<file path="src/pkg/atd_defines.svh">
`ifndef ATD_DEFINES_SVH
`define ATD_DEFINES_SVH

// timing
`define ATD_CLK_HZ 125000000
`define ATD_CLK_PERIOD_NS 8
`define ATD_EVAL_RATE_HZ 26
`define ATD_TICK_CYCLES (`ATD_CLK_HZ / `ATD_EVAL_RATE_HZ)
`define ATD_PULSE_NS 75000
`define ATD_PULSE_CYCLES ((`ATD_PULSE_NS + `ATD_CLK_PERIOD_NS - 1) / `ATD_CLK_PERIOD_NS)
`define ATD_LAT_STEP_MS 40
`define ATD_MS_PER_S 1000

// register byte addresses
`define ATD_ADDR_CTRL_TEN 8'h00
`define ATD_ADDR_PULSE_CFG 8'h04
`define ATD_ADDR_LATCH_CFG 8'h08
`define ATD_ADDR_ACCEL_CTRL 8'h0C
`define ATD_ADDR_BANK_ACCESS 8'h10
`define ATD_ADDR_SRC_TWO 8'h14
`define ATD_ADDR_THS 8'h54
`define ATD_ADDR_LAT 8'h58
`define ATD_ADDR_MASK 8'h5C

// field positions
`define ATD_BIT_EMBEDDED_FUNC_ENABLE 2
`define ATD_BIT_TILT_EN 7
`define ATD_BIT_ROUTE 0
`define ATD_BIT_LATCH 0
`define ATD_BIT_FLAG 0
`define ATD_RATE_MSB 7
`define ATD_RATE_LSB 4

// reset values and keys
`define ATD_CTRL_RESET 8'h00
`define ATD_THS_RESET 8'h20
`define ATD_LAT_RESET 8'h0F
`define ATD_MASK_RESET 8'h02
`define ATD_THS_FRAC_BITS 6
`define ATD_BANK_KEY 8'hA0

`endif

</file>
<file path="src/pkg/atd_pkg.sv">
package atd_pkg;

  typedef enum logic {
    ATD_APB_IDLE = 1'b0,
    ATD_APB_DONE = 1'b1
  } atd_apb_state_type;

  typedef logic [7:0] atd_byte_type;

endpackage : atd_pkg

</file>
<file path="src/pkg/atd_tick_if.sv">
interface atd_tick_if;
  logic run;
  logic tick;
  modport src (input run, output tick);
  modport sink (output run, input tick);
endinterface : atd_tick_if

</file>
<file path="src/design/atd_detector.sv">
// Contract
// - detector runs only when embedded-function and tilt enable bits are both set
// - event only after angle stays over threshold for at least the latency
// - after reset only the positive X semi-axis is selected
// - routing bit drives event to pin two; flag always visible in source two
// - unlatched: pin pulse about 75 us, flag held one 26 Hz period
// - latched and routed: reading source two clears pin and flag; re-arm still waits for a tick with the condition gone
// - latched but unrouted: flag still pulses one 26 Hz period
// - latency is 40 ms per step, resets to 0Fh (600 ms)
// - threshold is 15.625 mg per step, full-scale free; host keeps it below 40h
// - threshold angle is arcsine of field over 64; resets to 20h
// - six mask bits pick semi-axes; any selected one over limit counts
// - latency, threshold, mask return to defaults when accelerometer leaves power-down
`include "atd_defines.svh"

module atd_detector #(
  parameter int unsigned TICK_CYCLES = `ATD_TICK_CYCLES,
  parameter int unsigned PULSE_CYCLES = `ATD_PULSE_CYCLES,
  parameter int unsigned SAMPLE_W = 16,
  parameter int unsigned ONE_G_SHIFT = 14
) (
  input wire logic REF_CLK,
  input wire logic RESET,
  input wire logic PSEL,
  input wire logic PENABLE,
  input wire logic PWRITE,
  input wire logic [7:0] PADDR,
  input wire logic [31:0] PWDATA,
  output logic [31:0] PRDATA,
  output logic PREADY,
  output logic PSLVERR,
  input wire logic signed [SAMPLE_W-1:0] ACCEL_X,
  input wire logic signed [SAMPLE_W-1:0] ACCEL_Y,
  input wire logic signed [SAMPLE_W-1:0] ACCEL_Z,
  output logic IRQ_PIN_TWO
);
  atd_pkg::atd_apb_state_type apb_state_reg;
  atd_pkg::atd_byte_type control_reg_ten_reg;
  atd_pkg::atd_byte_type accel_control_reg_reg;
  atd_pkg::atd_byte_type bank_access_reg_reg;
  atd_pkg::atd_byte_type ths_reg;
  atd_pkg::atd_byte_type lat_reg;
  atd_pkg::atd_byte_type mask_reg;
  logic route_reg;
  logic latch_reg;
  logic tilt_flag_reg;
  logic tilt_flag_next;
  logic fired_reg;
  logic accel_on_reg;
  logic [7:0] persist_cnt_reg;
  logic [7:0] persist_cnt_next;
  logic [31:0] pulse_cnt_reg;
  logic [31:0] pulse_cnt_next;
  logic [31:0] rdata;
  logic hit;

  // one divider paces every evaluation; it idles while the detector is off
  atd_tick_if tick_bus ();

  atd_tick_gen #(.TICK_CYCLES(TICK_CYCLES)) u_tick (
    .clk(REF_CLK),
    .rst(RESET),
    .tick_bus(tick_bus.src)
  );

  // bus strobes
  wire logic access = PSEL && PENABLE;
  wire logic commit = access && (apb_state_reg == atd_pkg::ATD_APB_DONE);
  wire logic wr_commit = commit && PWRITE && hit;
  wire logic rd_src_two = commit && !PWRITE && (PADDR == `ATD_ADDR_SRC_TWO);
  wire logic [7:0] wbyte = PWDATA[7:0];
  wire logic bank_open = (bank_access_reg_reg == `ATD_BANK_KEY);

  // shared by the read and both write decoders
  function automatic logic is_addr(input logic [7:0] a, input logic [7:0] target);
    is_addr = (a == target);
  endfunction : is_addr

  // power state and enables
  wire logic accel_on_next = (accel_control_reg_reg[`ATD_RATE_MSB:`ATD_RATE_LSB] != 4'h0);
  wire logic leave_pd = accel_on_next && !accel_on_reg;
  wire logic det_on = control_reg_ten_reg[`ATD_BIT_EMBEDDED_FUNC_ENABLE]
    && control_reg_ten_reg[`ATD_BIT_TILT_EN] && accel_on_reg;
  wire logic tick = tick_bus.tick;
  wire logic latched_routed = latch_reg && route_reg;

  assign tick_bus.run = det_on;

  // threshold scaled to the sample's 1 g weight, so full scale plays no part
  wire logic signed [SAMPLE_W:0] ths_ext =
    (SAMPLE_W+1)'({1'b0, ths_reg}) <<< (ONE_G_SHIFT - `ATD_THS_FRAC_BITS);
  logic signed [SAMPLE_W:0] axis_ext [3];
  logic [5:0] axis_over;
  assign axis_ext[0] = {ACCEL_X[SAMPLE_W-1], ACCEL_X};
  assign axis_ext[1] = {ACCEL_Y[SAMPLE_W-1], ACCEL_Y};
  assign axis_ext[2] = {ACCEL_Z[SAMPLE_W-1], ACCEL_Z};

  // a sample equal to the limit is not over it
  for (genvar g = 0; g < 3; g++) begin : g_axis
    assign axis_over[2*g+1] = axis_ext[g] > ths_ext;
    assign axis_over[2*g] = axis_ext[g] < -ths_ext;
  end

  wire logic cond = |(axis_over & mask_reg[5:0]);

  // persistence in ticks of 1/26 s against latency in 40 ms steps
  wire logic [31:0] held_ms_x = 32'(persist_cnt_next) * 32'(`ATD_MS_PER_S);
  wire logic [31:0] need_ms_x = 32'(lat_reg) * 32'(`ATD_LAT_STEP_MS * `ATD_EVAL_RATE_HZ);
  // cross-multiplied so the 40 ms step needs no divider
  wire logic met = (held_ms_x >= need_ms_x);
  wire logic event_pulse = tick && det_on && cond && met && !fired_reg;

  assign persist_cnt_next = !cond ? 8'h00
    : (persist_cnt_reg == 8'hFF) ? 8'hFF : persist_cnt_reg + 8'h01;

  // set wins over every clear; read clears only a flag the read reported
  always_comb begin
    tilt_flag_next = tilt_flag_reg;
    if (event_pulse) begin
      tilt_flag_next = 1'b1;
    end else if (latched_routed && rd_src_two && PRDATA[`ATD_BIT_FLAG]) begin
      tilt_flag_next = 1'b0;
    end else if (!latched_routed && tick) begin
      tilt_flag_next = 1'b0;
    end else if (!det_on && !latched_routed) begin
      tilt_flag_next = 1'b0;
    end
  end

  // pin pulse is whole clock cycles, so its length rounds up
  assign pulse_cnt_next = (event_pulse && route_reg) ? 32'(PULSE_CYCLES)
    : (pulse_cnt_reg != 32'h00000000) ? pulse_cnt_reg - 32'h00000001 : 32'h00000000;

  // register decode
  always_comb begin
    rdata = 32'h00000000;
    hit = 1'b1;
    if (is_addr(PADDR, `ATD_ADDR_CTRL_TEN)) begin
      rdata = {24'h000000, control_reg_ten_reg};
    end else if (is_addr(PADDR, `ATD_ADDR_PULSE_CFG)) begin
      rdata = {31'h00000000, route_reg};
    end else if (is_addr(PADDR, `ATD_ADDR_LATCH_CFG)) begin
      rdata = {31'h00000000, latch_reg};
    end else if (is_addr(PADDR, `ATD_ADDR_ACCEL_CTRL)) begin
      rdata = {24'h000000, accel_control_reg_reg};
    end else if (is_addr(PADDR, `ATD_ADDR_BANK_ACCESS)) begin
      rdata = {24'h000000, bank_access_reg_reg};
    end else if (is_addr(PADDR, `ATD_ADDR_SRC_TWO)) begin
      rdata = {31'h00000000, tilt_flag_reg};
    end else if (is_addr(PADDR, `ATD_ADDR_THS)) begin
      rdata = {24'h000000, ths_reg};
    end else if (is_addr(PADDR, `ATD_ADDR_LAT)) begin
      rdata = {24'h000000, lat_reg};
    end else if (is_addr(PADDR, `ATD_ADDR_MASK)) begin
      rdata = {24'h000000, mask_reg};
    end else begin
      hit = 1'b0;
    end
  end

  // bus answer: one wait state, pready high on the second access cycle
  always_ff @(posedge REF_CLK) begin
    if (RESET) begin
      apb_state_reg <= atd_pkg::ATD_APB_IDLE;
      PREADY <= 1'b0;
      PSLVERR <= 1'b0;
      PRDATA <= 32'h00000000;
    end else if (access && apb_state_reg == atd_pkg::ATD_APB_IDLE) begin
      apb_state_reg <= atd_pkg::ATD_APB_DONE;
      PREADY <= 1'b1;
      PSLVERR <= !hit;
      PRDATA <= PWRITE ? 32'h00000000 : rdata;
    end else begin
      apb_state_reg <= atd_pkg::ATD_APB_IDLE;
      PREADY <= 1'b0;
      PSLVERR <= 1'b0;
    end
  end

  // software registers; source two is read-only
  always_ff @(posedge REF_CLK) begin
    if (RESET) begin
      control_reg_ten_reg <= `ATD_CTRL_RESET;
      accel_control_reg_reg <= `ATD_CTRL_RESET;
      bank_access_reg_reg <= `ATD_CTRL_RESET;
      route_reg <= 1'b0;
      latch_reg <= 1'b0;
    end else if (wr_commit) begin
      if (is_addr(PADDR, `ATD_ADDR_CTRL_TEN)) begin
        control_reg_ten_reg <= wbyte;
      end else if (is_addr(PADDR, `ATD_ADDR_PULSE_CFG)) begin
        route_reg <= wbyte[`ATD_BIT_ROUTE];
      end else if (is_addr(PADDR, `ATD_ADDR_LATCH_CFG)) begin
        latch_reg <= wbyte[`ATD_BIT_LATCH];
      end else if (is_addr(PADDR, `ATD_ADDR_ACCEL_CTRL)) begin
        accel_control_reg_reg <= wbyte;
      end else if (is_addr(PADDR, `ATD_ADDR_BANK_ACCESS)) begin
        bank_access_reg_reg <= wbyte;
      end
    end
  end

  // bank registers: writable only while the bank key is open
  always_ff @(posedge REF_CLK) begin
    if (RESET || leave_pd) begin
      ths_reg <= `ATD_THS_RESET;
      lat_reg <= `ATD_LAT_RESET;
      mask_reg <= `ATD_MASK_RESET;
    end else if (wr_commit && bank_open) begin
      if (is_addr(PADDR, `ATD_ADDR_THS)) begin
        ths_reg <= wbyte;
      end else if (is_addr(PADDR, `ATD_ADDR_LAT)) begin
        lat_reg <= wbyte;
      end else if (is_addr(PADDR, `ATD_ADDR_MASK)) begin
        mask_reg <= wbyte;
      end
    end
  end

  // detector state
  always_ff @(posedge REF_CLK) begin
    if (RESET) begin
      accel_on_reg <= 1'b0;
      persist_cnt_reg <= 8'h00;
      fired_reg <= 1'b0;
      tilt_flag_reg <= 1'b0;
      pulse_cnt_reg <= 32'h00000000;
      IRQ_PIN_TWO <= 1'b0;
    end else begin
      accel_on_reg <= accel_on_next;
      tilt_flag_reg <= tilt_flag_next;
      pulse_cnt_reg <= pulse_cnt_next;
      IRQ_PIN_TWO <= route_reg
        && (latched_routed ? tilt_flag_next : (pulse_cnt_next != 32'h00000000));
      if (!det_on) begin
        persist_cnt_reg <= 8'h00;
        fired_reg <= 1'b0;
      end else if (tick) begin
        persist_cnt_reg <= persist_cnt_next;
        // one event per excursion; while enabled, re-armed only when a tick finds the condition gone
        fired_reg <= cond && (fired_reg || event_pulse);
      end
    end
  end
endmodule : atd_detector

</file>
<file path="src/design/atd_tick_gen.sv">
`include "atd_defines.svh"

module atd_tick_gen #(
  parameter int unsigned TICK_CYCLES = `ATD_TICK_CYCLES
) (
  input wire logic clk,
  input wire logic rst,
  atd_tick_if.src tick_bus
);
  logic [31:0] count_reg;
  logic [31:0] count_next;
  logic tick_reg;
  wire logic wrap = (count_reg == 32'(TICK_CYCLES - 1));

  // divider restarts while idle so the first evaluation is a full period away
  assign count_next = (!tick_bus.run || wrap) ? 32'h00000000 : count_reg + 32'h00000001;

  always_ff @(posedge clk) begin
    if (rst) begin
      count_reg <= 32'h00000000;
      tick_reg <= 1'b0;
    end else begin
      count_reg <= count_next;
      tick_reg <= tick_bus.run && wrap;
    end
  end

  assign tick_bus.tick = tick_reg;
endmodule : atd_tick_gen

</file>
<file path="config.mk">
export PLATFORM = sky130hd
export DESIGN_NAME = atd_detector
export DESIGN_NICKNAME = d
export VERILOG_FILES = /design/src/pkg/atd_pkg.sv /design/src/pkg/atd_tick_if.sv /design/src/design/atd_detector.sv /design/src/design/atd_tick_gen.sv
export VERILOG_INCLUDE_DIRS = /design/src /design/src/pkg
export SDC_FILE = /design/constraint.sdc
export NUM_CORES = 1
export LEC_CHECK = 0
export BUFFER_PORTS_ARGS = -buffer_cell sky130_fd_sc_hd__clkbuf_2
export CAP_MARGIN = 30
export CORE_UTILIZATION = 55
export CTS_CLUSTER_DIAMETER = 30
export CTS_CLUSTER_SIZE = 20
export DETAILED_ROUTE_END_ITERATION = 10
export GPL_ROUTABILITY_DRIVEN = 0
export PLACE_DENSITY_LB_ADDON = 0.15
export SLEW_MARGIN = 20
export SYNTH_ARGS = -nofsm -noshare
export SYNTH_HDL_FRONTEND = slang
export SYNTH_SLANG_ARGS = --single-unit
</file>
<file path="constraint.sdc">
create_clock -name REF_CLK -period 13.4 [get_ports REF_CLK]
set_clock_uncertainty 0.05 [all_clocks]
set_input_delay 2.68 -clock REF_CLK [delete_from_list [all_inputs] [get_ports REF_CLK]]
set_output_delay 2.68 -clock REF_CLK [all_outputs]
set_load 0.02 [all_outputs]
</file>
==> flow_metrics.py, run 1 <==
metrics = {
    "die": {
        "start_util_pct": 56.23,
        "std_cell_rows": 49,
        "die_width_um": 137.5,
        "die_h_um": 137.5,
        "core_area_um2": 17960,
        "floorplan.die_area_um2": 18910,
        "design.portCount": 128,
    },
    "cts": {
        "cts_resized": 0,
        "cts_tree": "yes",
        "worstSkewPairLatency_ns": 0.43,
        "postCtsSetupRepairBufs": 0,
        "cts-hold-fix-buffers": 0,
        "tritoncts_buffers": 17,
        "clock-sinks": 137,
        "ctsRootBufferMaster": "clkbuf_16",
        "htree_levels": 4,
        "path_clk_slew_ns": 0.06,
        "cts-root-to-sink-buffers": 2,
    },
    "route": {
        "drt_first_pass_iters": 5,
        "routed_wirelength_mm": 24.25,
        "detailedRoute.firstIterationViolations": 562,
        "detailroute.via_count": 8713,
        "post_drt_via_cell_ratio": 5.813,
        "post-route-drc-count": 0,
        "antenna_left": 0,
        "wire_per_inst_um": 16.18,
    },
    "critical_path": {
        "regToRegSetupSlack_ns": 3.24,
        "critPathLaunchType": "input pin",
        "critPathLaunch": "ACCEL_Y[14]",
        "regToRegEndpoint": "pulse_cnt_reg[17]$_SDFF_PP0_",
        "max_stage_delay_ns": 0.71,
        "critPathSlowestCell": "a211oi_4",
        "worstRegToRegCells": 37,
        "cp_data_required_time_ns": 13.61,
        "critical_path_most_common_cell": "ha_1",
        "critical_path.max_fanout": 30,
        "worst_ep_arrival_time_ns": 11.44,
        "critPathCapture": "pulse_cnt_reg[17]$_SDFF_PP0_",
        "critical_path.endpoint_type": "flip-flop",
        "worst-setup-path-type": "in -> reg",
        "crit-reg2reg-launch": "ths_reg[0]$_SDFFE_PP0P_",
    },
    "sta": {
        "report.final.setup_viol": 0,
        "setup_repair_after_global_routing_missed_its_margin": "no",
        "hold_viol": 0,
        "maxSlewViolCount": 0,
        "slew_at_the_pin_closest_to_its_max_slew_limit_ns": 0.9135,
        "final_min_period_over_clock_period_pct": 83.82,
        "period_needed_ns": 11.23,
        "relSlewSlack_pct": 38.54,
        "setup-tns-final_ns": 0,
        "max_clock_freq_mhz": 89.03,
    },
    "synth": {
        "ys_async_sr_fraction_pct": 0,
        "synth-edff-count": 0,
        "ys_types": 81,
        "synth_sequential_area_ratio_pct": 27.15,
        "postSynthCellCount": 1205,
        "postSynthRegisterBits": 137,
        "netlist_area_um2": 10100,
        "synth_flop_cell": "dfxtp_1",
        "avgSynthCellArea_um2": 8.383,
        "yosys_warnings": 0,
    },
    "status": {
        "outcome": "finished, final reports clean",
    },
    "finish": {
        "num_antenna_cells": 0,
        "final_nets": 1475,
        "proportion_of_layout_cells_with_a_drive_suffix_above_1_pct": 11.42,
        "flow.area_growth_from_synthesis_pct": 10.28,
        "final_area_um2": 11140,
    },
    "power": {
        "vdd_drop_max_mv": 0.1587,
        "leakage_nw": 4.794,
        "power_per_cell_area_nw_per_um2": 117.7,
    },
    "global_routing": {
        "grt_pass1_vias": 7951,
        "globalRoute.totalOverflow": 0,
        "grt_first_pass_wirelength_mm": 39.81,
        "track_usage_pct": 26.75,
        "grt_max_degree": 46,
        "number_of_antenna_violations_at_the_first_check_in_global_routing": 0,
    },
    "placed_design": {
        "place.port_buffers": 79,
        "postPlaceCellArea_um2": 10510,
        "place_hpwl_mm": 18.10,
    },
    "flow_run": {
        "max_cap_viol_count": 0,
    },
    "hold_path": {
        "worstHoldPathType": "reg -> reg",
    },
}
-- synthesized netlist by cell type, drive strengths merged, types with 34 or more instances --
cell	number	area, um2
dfxtp	137	2743
nor2	112	436.7
ha	103	1289
nand2	101	379.1
inv	72	270.3
a21oi	67	335.3
nand3	64	320.3
xnor2	47	419.2
clkbuf	39	146.4
nor3	39	230.2
buf	37	271.5
o21ai	34	173.9
-- per-stage QoR --
stage          hold WS, ns  instances  worst slack (ns)  power (mW)  util [%]
2_1_floorplan       0.3630       1228             3.180      0.7604         -
6_report            0.3932       1499             2.168       1.311     62.01
4_1_cts             0.3956       1497             2.076       1.313     61.86
3_5_place_dp        0.3832       1465             1.652      0.8317     58.51
5_1_grt             0.4198       1499             1.269       1.381     62.01
3_3_place_gp        0.3783       1463             1.595      0.8277     58.34
-- layout by cell type (no fill, tap or decap), drive strengths merged, types with 29 or more instances in the layout --
master	Yosys	final
xnor2	47	47
nor3	39	39
clkbuf	39	97
o21ai	34	34
ha	103	103
a21oi	67	67
nor2	112	112
nand3	64	64
inv	72	78
dfxtp	137	137
mux2i	29	29
nand2	101	101
xor2	32	32
-- kinds of logic (layout without fill, tap and decap cells) --
kind of cell | after synthesis | count (layout) | share of synthesized area, %
AO/OA/AOI/OAI | 212 | 212 | 13.91
XOR/XNOR | 82 | 82 | 7.593
adder cells (fa/ha/maj) | 128 | 128 | 17.43
buffers and inverters | 148 | 190 | 6.813
flip-flops | 137 | 137 | 27.15
multiplexers | 30 | 30 | 2.985
other | 1 | 24 | 0.03713
AND/OR/NAND/NOR | 467 | 467 | 24.08
-- worst max-delay path: cells and delay by family --
kind / cells / cell delay (ns)
simple gates: 8 / 2.11
buf+inv: 4 / 0.45
xor+xnor: 1 / 0.19
fa+ha+maj: 7 / 2.89
compound gates: 14 / 3.11
-- how the worst min path moves through the flow --
| stage | start | to | slack (ns) | cells after the start |
|---|---|---|---|---|
| after floorplan | u_tick.count_reg[0]$_SDFF_PP0_ | u_tick.count_reg[0]$_SDFF_PP0_ | 0.36 | 1 |
| after global routing | u_tick.count_reg[0]$_SDFF_PP0_ | u_tick.count_reg[0]$_SDFF_PP0_ | 0.42 | 1 |
| after global placement | u_tick.count_reg[0]$_SDFF_PP0_ | u_tick.count_reg[0]$_SDFF_PP0_ | 0.38 | 1 |
| after detailed placement | u_tick.count_reg[0]$_SDFF_PP0_ | u_tick.count_reg[0]$_SDFF_PP0_ | 0.38 | 1 |
| after CTS | u_tick.count_reg[0]$_SDFF_PP0_ | u_tick.count_reg[0]$_SDFF_PP0_ | 0.40 | 1 |
| final | u_tick.count_reg[0]$_SDFF_PP0_ | u_tick.count_reg[0]$_SDFF_PP0_ | 0.39 | 1 |
-- routing by layer --
metal / GRT usage (%) / up-vias / wire, um
met5: 0 / - / 0
met4: 7.265 / 0 / 439
met3: 3.900 / 36 / 1007
met2: 43.33 / 229 / 11300
met1: 36.90 / 4080 / 11500
li1: - / 4368 / -
-- cell type report --
type / count / area [um2]
inverters: 72 / 270.3
multi-input cells: 943 / 6763
flip-flops and latches: 137 / 2743
repair buffers: 86 / 475.5
clock buffers: 18 / 439.2
well taps: 229 / 286.5
fillers: 1661 / 6824
clock inverters: 14 / 162.7
-- power breakdown --
part	internal, mW	leakage, nW	switching [mW]	total (mW)
Clock	0.284	0.288	0.197	0.481
Sequential	0.437	1.11	0.0378	0.475
Combinational	0.146	3.40	0.210	0.356
Note: power is estimated with default switching activity, not from simulation.
==> inputs of run 2 (changes only) <==
--- a/config.mk
+++ b/config.mk
@@ -6,6 +6,7 @@
 export SDC_FILE = /design/constraint.sdc
 export NUM_CORES = 1
 export LEC_CHECK = 0
+export ABC_AREA = 1
 export BUFFER_PORTS_ARGS = -buffer_cell sky130_fd_sc_hd__clkbuf_2
 export CAP_MARGIN = 30
 export CORE_UTILIZATION = 55
==> constraint.sdc (replaced) <==
create_clock -name REF_CLK -period 10.81 [get_ports REF_CLK]
set_clock_uncertainty 0.05 [all_clocks]
set_input_delay 2.162 -clock REF_CLK [delete_from_list [all_inputs] [get_ports REF_CLK]]
set_output_delay 2.162 -clock REF_CLK [all_outputs]
set_load 0.02 [all_outputs]
==> run 2 against run 1 <==
  * Register-to-register slack lost 2.1 ns
  * Die area shrank 0.12%
  * Final area grew 0.56%
  * Synthesized area shrank 0.12%
  * Critical path type unchanged
  * Critical endpoint is now IRQ_PIN_TWO$_SDFF_PP0_
  * Largest cell class unchanged
  * Largest power group is now combinational cells
==> flow_metrics.py, run 2 <==
metrics = {
    "status": {
        "outcome": "finished, final reports clean",
    },
    "synth": {
        "synth-edff-count": 0,
        "netlist_area_um2": 10090,
        "yosys_top_cell_by_area": "dfxtp_1",
        "yosys_warnings": 0,
        "synth_area_leaders": "dfxtp_1 27%, ha_1 13%, inv_1 8.8%, nand2_1 7.8%, a21oi_1 6.3%",
        "ys_types": 56,
        "most_numerous_cell_in_the_yosys_netlist": "inv_1",
        "synth_compound_area_share_pct": 15.02,
        "yosys-mux-area-fraction_pct": 0.09922,
        "synth_top_family_by_area": "simple AND/OR/NAND/NOR gates",
        "synth_sequential_area_ratio_pct": 27.19,
        "synthSimpleGateAreaFrac_pct": 25.67,
        "fraction_of_post_synthesis_cell_area_in_the_top_cell_type_by_area_pct": 27.19,
        "synth_flop_cell": "dfxtp_1",
        "avgSynthCellArea_um2": 7.135,
        "yosys.area_share.xor_xnor_pct": 3.386,
        "postSynthCellCount": 1414,
        "synth.top_cells.by_count": "236 x inv_1, 209 x nand2_1, 165 x nor2_1, 137 x dfxtp_1, 127 x a21oi_1",
        "yosys.area_share.adder_pct": 17.14,
        "postSynthRegisterBits": 137,
        "ys_async_sr_fraction_pct": 0,
    },
    "finish": {
        "final_cell_mix": "236 x inv_1, 209 x nand2_1, 165 x nor2_1",
        "num_antenna_cells": 0,
        "proportion_of_layout_cells_with_a_drive_suffix_above_1_pct": 10.55,
        "multi_input_area_um2": 6276,
        "final_nets": 1712,
        "most_frequent_standard_cell_in_the_layout_excluding_fill_and_tap_cells": "inv_1",
        "final.fill_count": 1678,
        "flow.area_growth_from_synthesis_pct": 11.04,
        "sequential_cell_area_um2": 2743,
    },
    "route": {
        "wire_per_inst_um": 14.10,
        "drt_first_pass_iters": 7,
        "routed_wirelength_mm": 24.48,
        "detailroute.via_count": 9327,
        "post-route-drc-count": 0,
        "detailedRoute.firstIterationViolations": 676,
        "post_drt_via_cell_ratio": 5.373,
        "antenna_left": 0,
    },
    "sta": {
        "maxSlewViolCount": 0,
        "final_min_period_over_clock_period_pct": 90.41,
        "setup-tns-final_ns": 0,
        "hold_viol": 0,
        "report.final.setup_viol": 0,
        "relSlewSlack_pct": 43.20,
        "slew_at_the_pin_closest_to_its_max_slew_limit_ns": 0.8489,
        "fin_ws_ns": 1.037,
        "period_needed_ns": 9.773,
        "setup_repair_after_global_routing_missed_its_margin": "no",
        "max_clock_freq_mhz": 102.3,
    },
    "power": {
        "power_per_cell_area_nw_per_um2": 169.5,
        "vdd_drop_max_mv": 0.2131,
        "leakage_nw": 5.193,
        "total_power_consumption_mw": 1.899,
    },
    "critical_path": {
        "critical_path_s_top_delay_family": "adder cells",
        "crit-reg2reg-launch": "ths_reg[0]$_SDFFE_PP0P_",
        "regToRegSetupSlack_ns": 1.13,
        "critical_path_most_common_cell": "inv_1",
        "critPathLaunch": "ACCEL_Z[15]",
        "critical_path.endpoint_type": "flip-flop",
        "critical_path.max_fanout": 19,
        "max_stage_delay_ns": 0.64,
        "critPathSlowestCell": "fa_1",
        "cp_data_required_time_ns": 11.08,
        "worst_ep_arrival_time_ns": 10.05,
        "critical_path.n_buffers_inverters": 8,
        "worst-setup-path-type": "in -> reg",
        "critPathLaunchType": "input pin",
    },
    "global_routing": {
        "grt_first_pass_wirelength_mm": 40.10,
        "grt_max_degree": 34,
        "grt_pass1_vias": 8494,
        "track_usage_pct": 27.16,
        "number_of_antenna_violations_at_the_first_check_in_global_routing": 0,
        "globalRoute.totalOverflow": 0,
    },
    "die": {
        "design.portCount": 128,
        "std_cell_rows": 49,
        "die_width_um": 137.4,
        "start_util_pct": 56.16,
        "core_area_um2": 17960,
        "die_h_um": 137.4,
        "floorplan.die_area_um2": 18890,
    },
    "cts": {
        "cts-root-to-sink-buffers": 2,
        "postCtsSetupRepairBufs": 0,
        "worstSkewPairLatency_ns": 0.43,
        "path_clk_slew_ns": 0.07,
        "cts-hold-fix-buffers": 0,
        "cts_resized": 0,
        "clock-sinks": 137,
        "cts_tree": "yes",
        "htree_levels": 4,
        "tritoncts_buffers": 17,
        "ctsRootBufferMaster": "clkbuf_16",
    },
    "flow_run": {
        "max_cap_viol_count": 0,
    },
    "placed_design": {
        "preCtsSetupSlack_ns": 0.5998,
        "place_hpwl_mm": 18.92,
        "place.port_buffers": 79,
    },
    "hold_path": {
        "worstHoldPathType": "reg -> reg",
        "hold_path_startpoint": "u_tick.count_reg[0]$_SDFF_PP0_",
    },
}
run 2: report_power, final:
group          internal [mW]  total, mW  switching [mW]
clock                  0.326      0.577           0.251
sequential             0.562      0.618          0.0553
combinational          0.255      0.705           0.450
run 2: path summary, 6_finish.rpt:
kind / to / cells past startpoint
max: IRQ_PIN_TWO$_SDFF_PP0_ / 44
min: u_tick.count_reg[0]$_SDFF_PP0_ / 1
max reg2reg: IRQ_PIN_TWO$_SDFF_PP0_ / 53
min reg2reg: u_tick.count_reg[0]$_SDFF_PP0_ / 1
run 2: final cells by class:
type                       instances  area share [%]
multi-input combinational       1017           56.03
sequential                       137           24.48
tap                              229           2.558
clock buffer                      17           3.798
timing repair buffer              83           3.798
clock inverter                    15           1.363
inverter                         238           7.975
run 2: per-stage QoR:
step	cell area [um2]	instances	hold WS (ns)	util [%]
final	11200	1736	0.4050	62.36
after global routing	11200	1736	0.4303	62.36
after CTS	11190	1735	0.4114	62.32
after detailed placement	10620	1703	0.3884	59.10
after global placement	10620	1703	0.3699	59.10
after floorplan	10170	1437	0.3639	-
run 2: worst reg2reg max path, delay by kind of cell (launching register included):
| kind | cells | cell delay [ns] |
|---|---|---|
| adders and majority gates | 8 | 3.28 |
| xor gates and xnor gates | 2 | 0.31 |
| AOI/OAI and AO/OA | 9 | 1.55 |
| DFF | 1 | 0.54 |
| buffers and inverters | 8 | 1.10 |
| and+or+nand+nor | 26 | 2.77 |
run 2: metal layers:
| metal | wire length (um) | global-route usage (%) |
|---|---|---|
| met5 | 0 | 0 |
| met4 | 422 | 8.181 |
| met3 | 1058 | 4.562 |
| met1 | 11270 | 34.60 |
| met2 | 11730 | 46.62 |
run 2: cells by family (layout without fill, tap and decap cells):
kind of cell / after synthesis / after routing
flops: 137 / 137
fa+ha+maj: 125 / 125
simple gates: 556 / 556
compound gates: 272 / 272
xor+xnor: 39 / 39
mux: 1 / 1
other cells: 1 / 24
buf+inv: 283 / 353
==> inputs of run 3 (changes only) <==
--- a/config.mk
+++ b/config.mk
@@ -7,12 +7,12 @@
 export NUM_CORES = 1
 export LEC_CHECK = 0
 export ABC_AREA = 1
-export BUFFER_PORTS_ARGS = -buffer_cell sky130_fd_sc_hd__clkbuf_2
 export CAP_MARGIN = 30
 export CORE_UTILIZATION = 55
 export CTS_CLUSTER_DIAMETER = 30
 export CTS_CLUSTER_SIZE = 20
 export DETAILED_ROUTE_END_ITERATION = 10
+export DONT_BUFFER_PORTS = 1
 export GPL_ROUTABILITY_DRIVEN = 0
 export PLACE_DENSITY_LB_ADDON = 0.15
 export SLEW_MARGIN = 20
==> run 3 against run 2 <==
  * Global-route usage down 0.59 points
  * Utilization down 2.1 points
  * Sequential cell count unchanged
  * Final area down 3.4%
  * Worst setup slack better by 0.089 ns
  * Clock power up 4.5%
==> flow_metrics.py, run 3 (same netlist as run 2, synthesis figures left out) <==
metrics = {
    "status": {
        "outcome": "finished, final reports clean",
    },
    "critical_path": {
        "worst-setup-path-type": "reg -> reg",
        "critical_path.n_buffers_inverters": 10,
        "worst_ep_arrival_time_ns": 9.96,
        "critical_path_most_common_cell": "nand2_1",
        "crit-reg2reg-launch": "ths_reg[0]$_SDFFE_PP0P_",
        "critPathLaunchType": "flip-flop",
        "max_stage_delay_ns": 0.63,
        "critPathLaunch": "ths_reg[0]$_SDFFE_PP0P_",
        "critical_path.endpoint_type": "flip-flop",
        "critPathSlowestCell": "fa_1",
        "critical_path_s_top_delay_family": "adder cells",
        "critical_path.max_fanout": 19,
        "regToRegSetupSlack_ns": 1.13,
        "cp_data_required_time_ns": 11.08,
    },
    "placed_design": {
        "place_hpwl_mm": 18.32,
        "postPlaceCellArea_um2": 10220,
        "place.port_buffers": 0,
        "preCtsSetupSlack_ns": 0.7736,
    },
    "sta": {
        "slew_at_the_pin_closest_to_its_max_slew_limit_ns": 0.8429,
        "hold_viol": 0,
        "final_min_period_over_clock_period_pct": 89.59,
        "maxSlewViolCount": 0,
        "fin_ws_ns": 1.126,
        "report.final.setup_viol": 0,
        "relSlewSlack_pct": 43.60,
        "period_needed_ns": 9.684,
        "max_clock_freq_mhz": 103.3,
        "setup_repair_after_global_routing_missed_its_margin": "no",
        "setup-tns-final_ns": 0,
    },
    "finish": {
        "flow.area_growth_from_synthesis_pct": 7.280,
        "num_antenna_cells": 0,
        "proportion_of_layout_cells_with_a_drive_suffix_above_1_pct": 5.326,
        "final_cell_mix": "236 x inv_1, 209 x nand2_1, 165 x nor2_1",
        "multi_input_area_um2": 6276,
        "final_area_um2": 10820,
        "final.fill_count": 1727,
        "most_frequent_standard_cell_in_the_layout_excluding_fill_and_tap_cells": "inv_1",
        "final_nets": 1632,
        "sequential_cell_area_um2": 2743,
    },
    "global_routing": {
        "track_usage_pct": 26.56,
        "number_of_antenna_violations_at_the_first_check_in_global_routing": 0,
        "grt_first_pass_wirelength_mm": 39.43,
        "grt_max_degree": 34,
        "grt_pass1_vias": 8226,
        "globalRoute.totalOverflow": 0,
    },
    "route": {
        "drt_first_pass_iters": 5,
        "post_drt_via_cell_ratio": 5.466,
        "detailroute.via_count": 9051,
        "routed_wirelength_mm": 24.02,
        "detailedRoute.firstIterationViolations": 563,
        "wire_per_inst_um": 14.50,
        "antenna_left": 0,
        "post-route-drc-count": 0,
    },
    "cts": {
        "cts-root-to-sink-buffers": 2,
        "worstSkewPairLatency_ns": 0.43,
        "path_clk_slew_ns": 0.06,
        "cts-hold-fix-buffers": 0,
        "postCtsSetupRepairBufs": 0,
        "tritoncts_buffers": 17,
        "cts_tree": "yes",
        "clock-sinks": 137,
        "htree_levels": 4,
        "ctsRootBufferMaster": "clkbuf_16",
        "cts_resized": 0,
    },
    "power": {
        "total_power_consumption_mw": 1.903,
        "leakage_nw": 4.871,
        "vdd_drop_max_mv": 0.1999,
        "power_per_cell_area_nw_per_um2": 175.9,
    },
    "die": {
        "design.portCount": 128,
        "std_cell_rows": 49,
        "die_h_um": 137.4,
        "die_width_um": 137.4,
        "core_area_um2": 17960,
        "start_util_pct": 56.16,
        "floorplan.die_area_um2": 18890,
    },
    "hold_path": {
        "worstHoldPathType": "reg -> reg",
        "hold_path_startpoint": "u_tick.count_reg[29]$_SDFF_PP0_",
    },
    "flow_run": {
        "max_cap_viol_count": 0,
    },
}
==> run 3: routing by layer <==
metal / share of wire, % / track usage [%] / wire length [um]
met1: 46 / 34.53 / 10940
met2: 48 / 45.17 / 11420
met3: 5.5 / 4.231 / 1316
met4: 1.4 / 7.509 / 339
met5: 0 / 0 / 0
==> run 3: per-stage QoR <==
step / std cells / hold WS [ns] / utilization (%)
CTS: 1656 / 0.3841 / 60.25
detailed placement: 1624 / 0.3785 / 56.90
finish: 1656 / 0.3848 / 60.25
floorplan: 1437 / 0.3639 / -
global placement: 1624 / 0.3735 / 56.90
global route: 1656 / 0.4109 / 60.25
==> run 3: final timing paths <==
path | to | cells past startpoint
hold / removal | u_tick.count_reg[30]$_SDFF_PP0_ | 1
setup / recovery | IRQ_PIN_TWO$_SDFF_PP0_ | 55
hold reg to reg | u_tick.count_reg[30]$_SDFF_PP0_ | 1
setup reg to reg | IRQ_PIN_TWO$_SDFF_PP0_ | 55
==> run 3: cell type report <==
| type | count | share of cell area [%] |
|---|---|---|
| clock buffer | 20 | 4.035 |
| multi-input combinational | 1017 | 57.99 |
| clock inverter | 12 | 1.526 |
| sequential | 137 | 25.34 |
| timing repair buffer | 3 | 0.2081 |
| tap | 229 | 2.647 |
| inverter | 238 | 8.254 |
==> run 3: where the power goes <==
part / switching, mW / total [mW] / internal (mW) / leakage [nW]
Sequential: 0.0559 / 0.618 / 0.563 / 1.11
Clock: 0.236 / 0.603 / 0.367 / 0.294
Combinational: 0.436 / 0.682 / 0.246 / 3.47
Total: 0.728 / 1.90 / 1.18 / 4.87
==> run 3: worst reg2reg max path: cells and delay by family (launching register included) <==
kind / cells / cell delay (ns)
XOR/XNOR: 2 / 0.31
flip-flops: 1 / 0.54
adder cells (fa/ha/maj): 8 / 3.23
AO/OA/AOI/OAI: 10 / 1.56
buffers and inverters: 10 / 1.18
AND/OR/NAND/NOR: 25 / 2.69
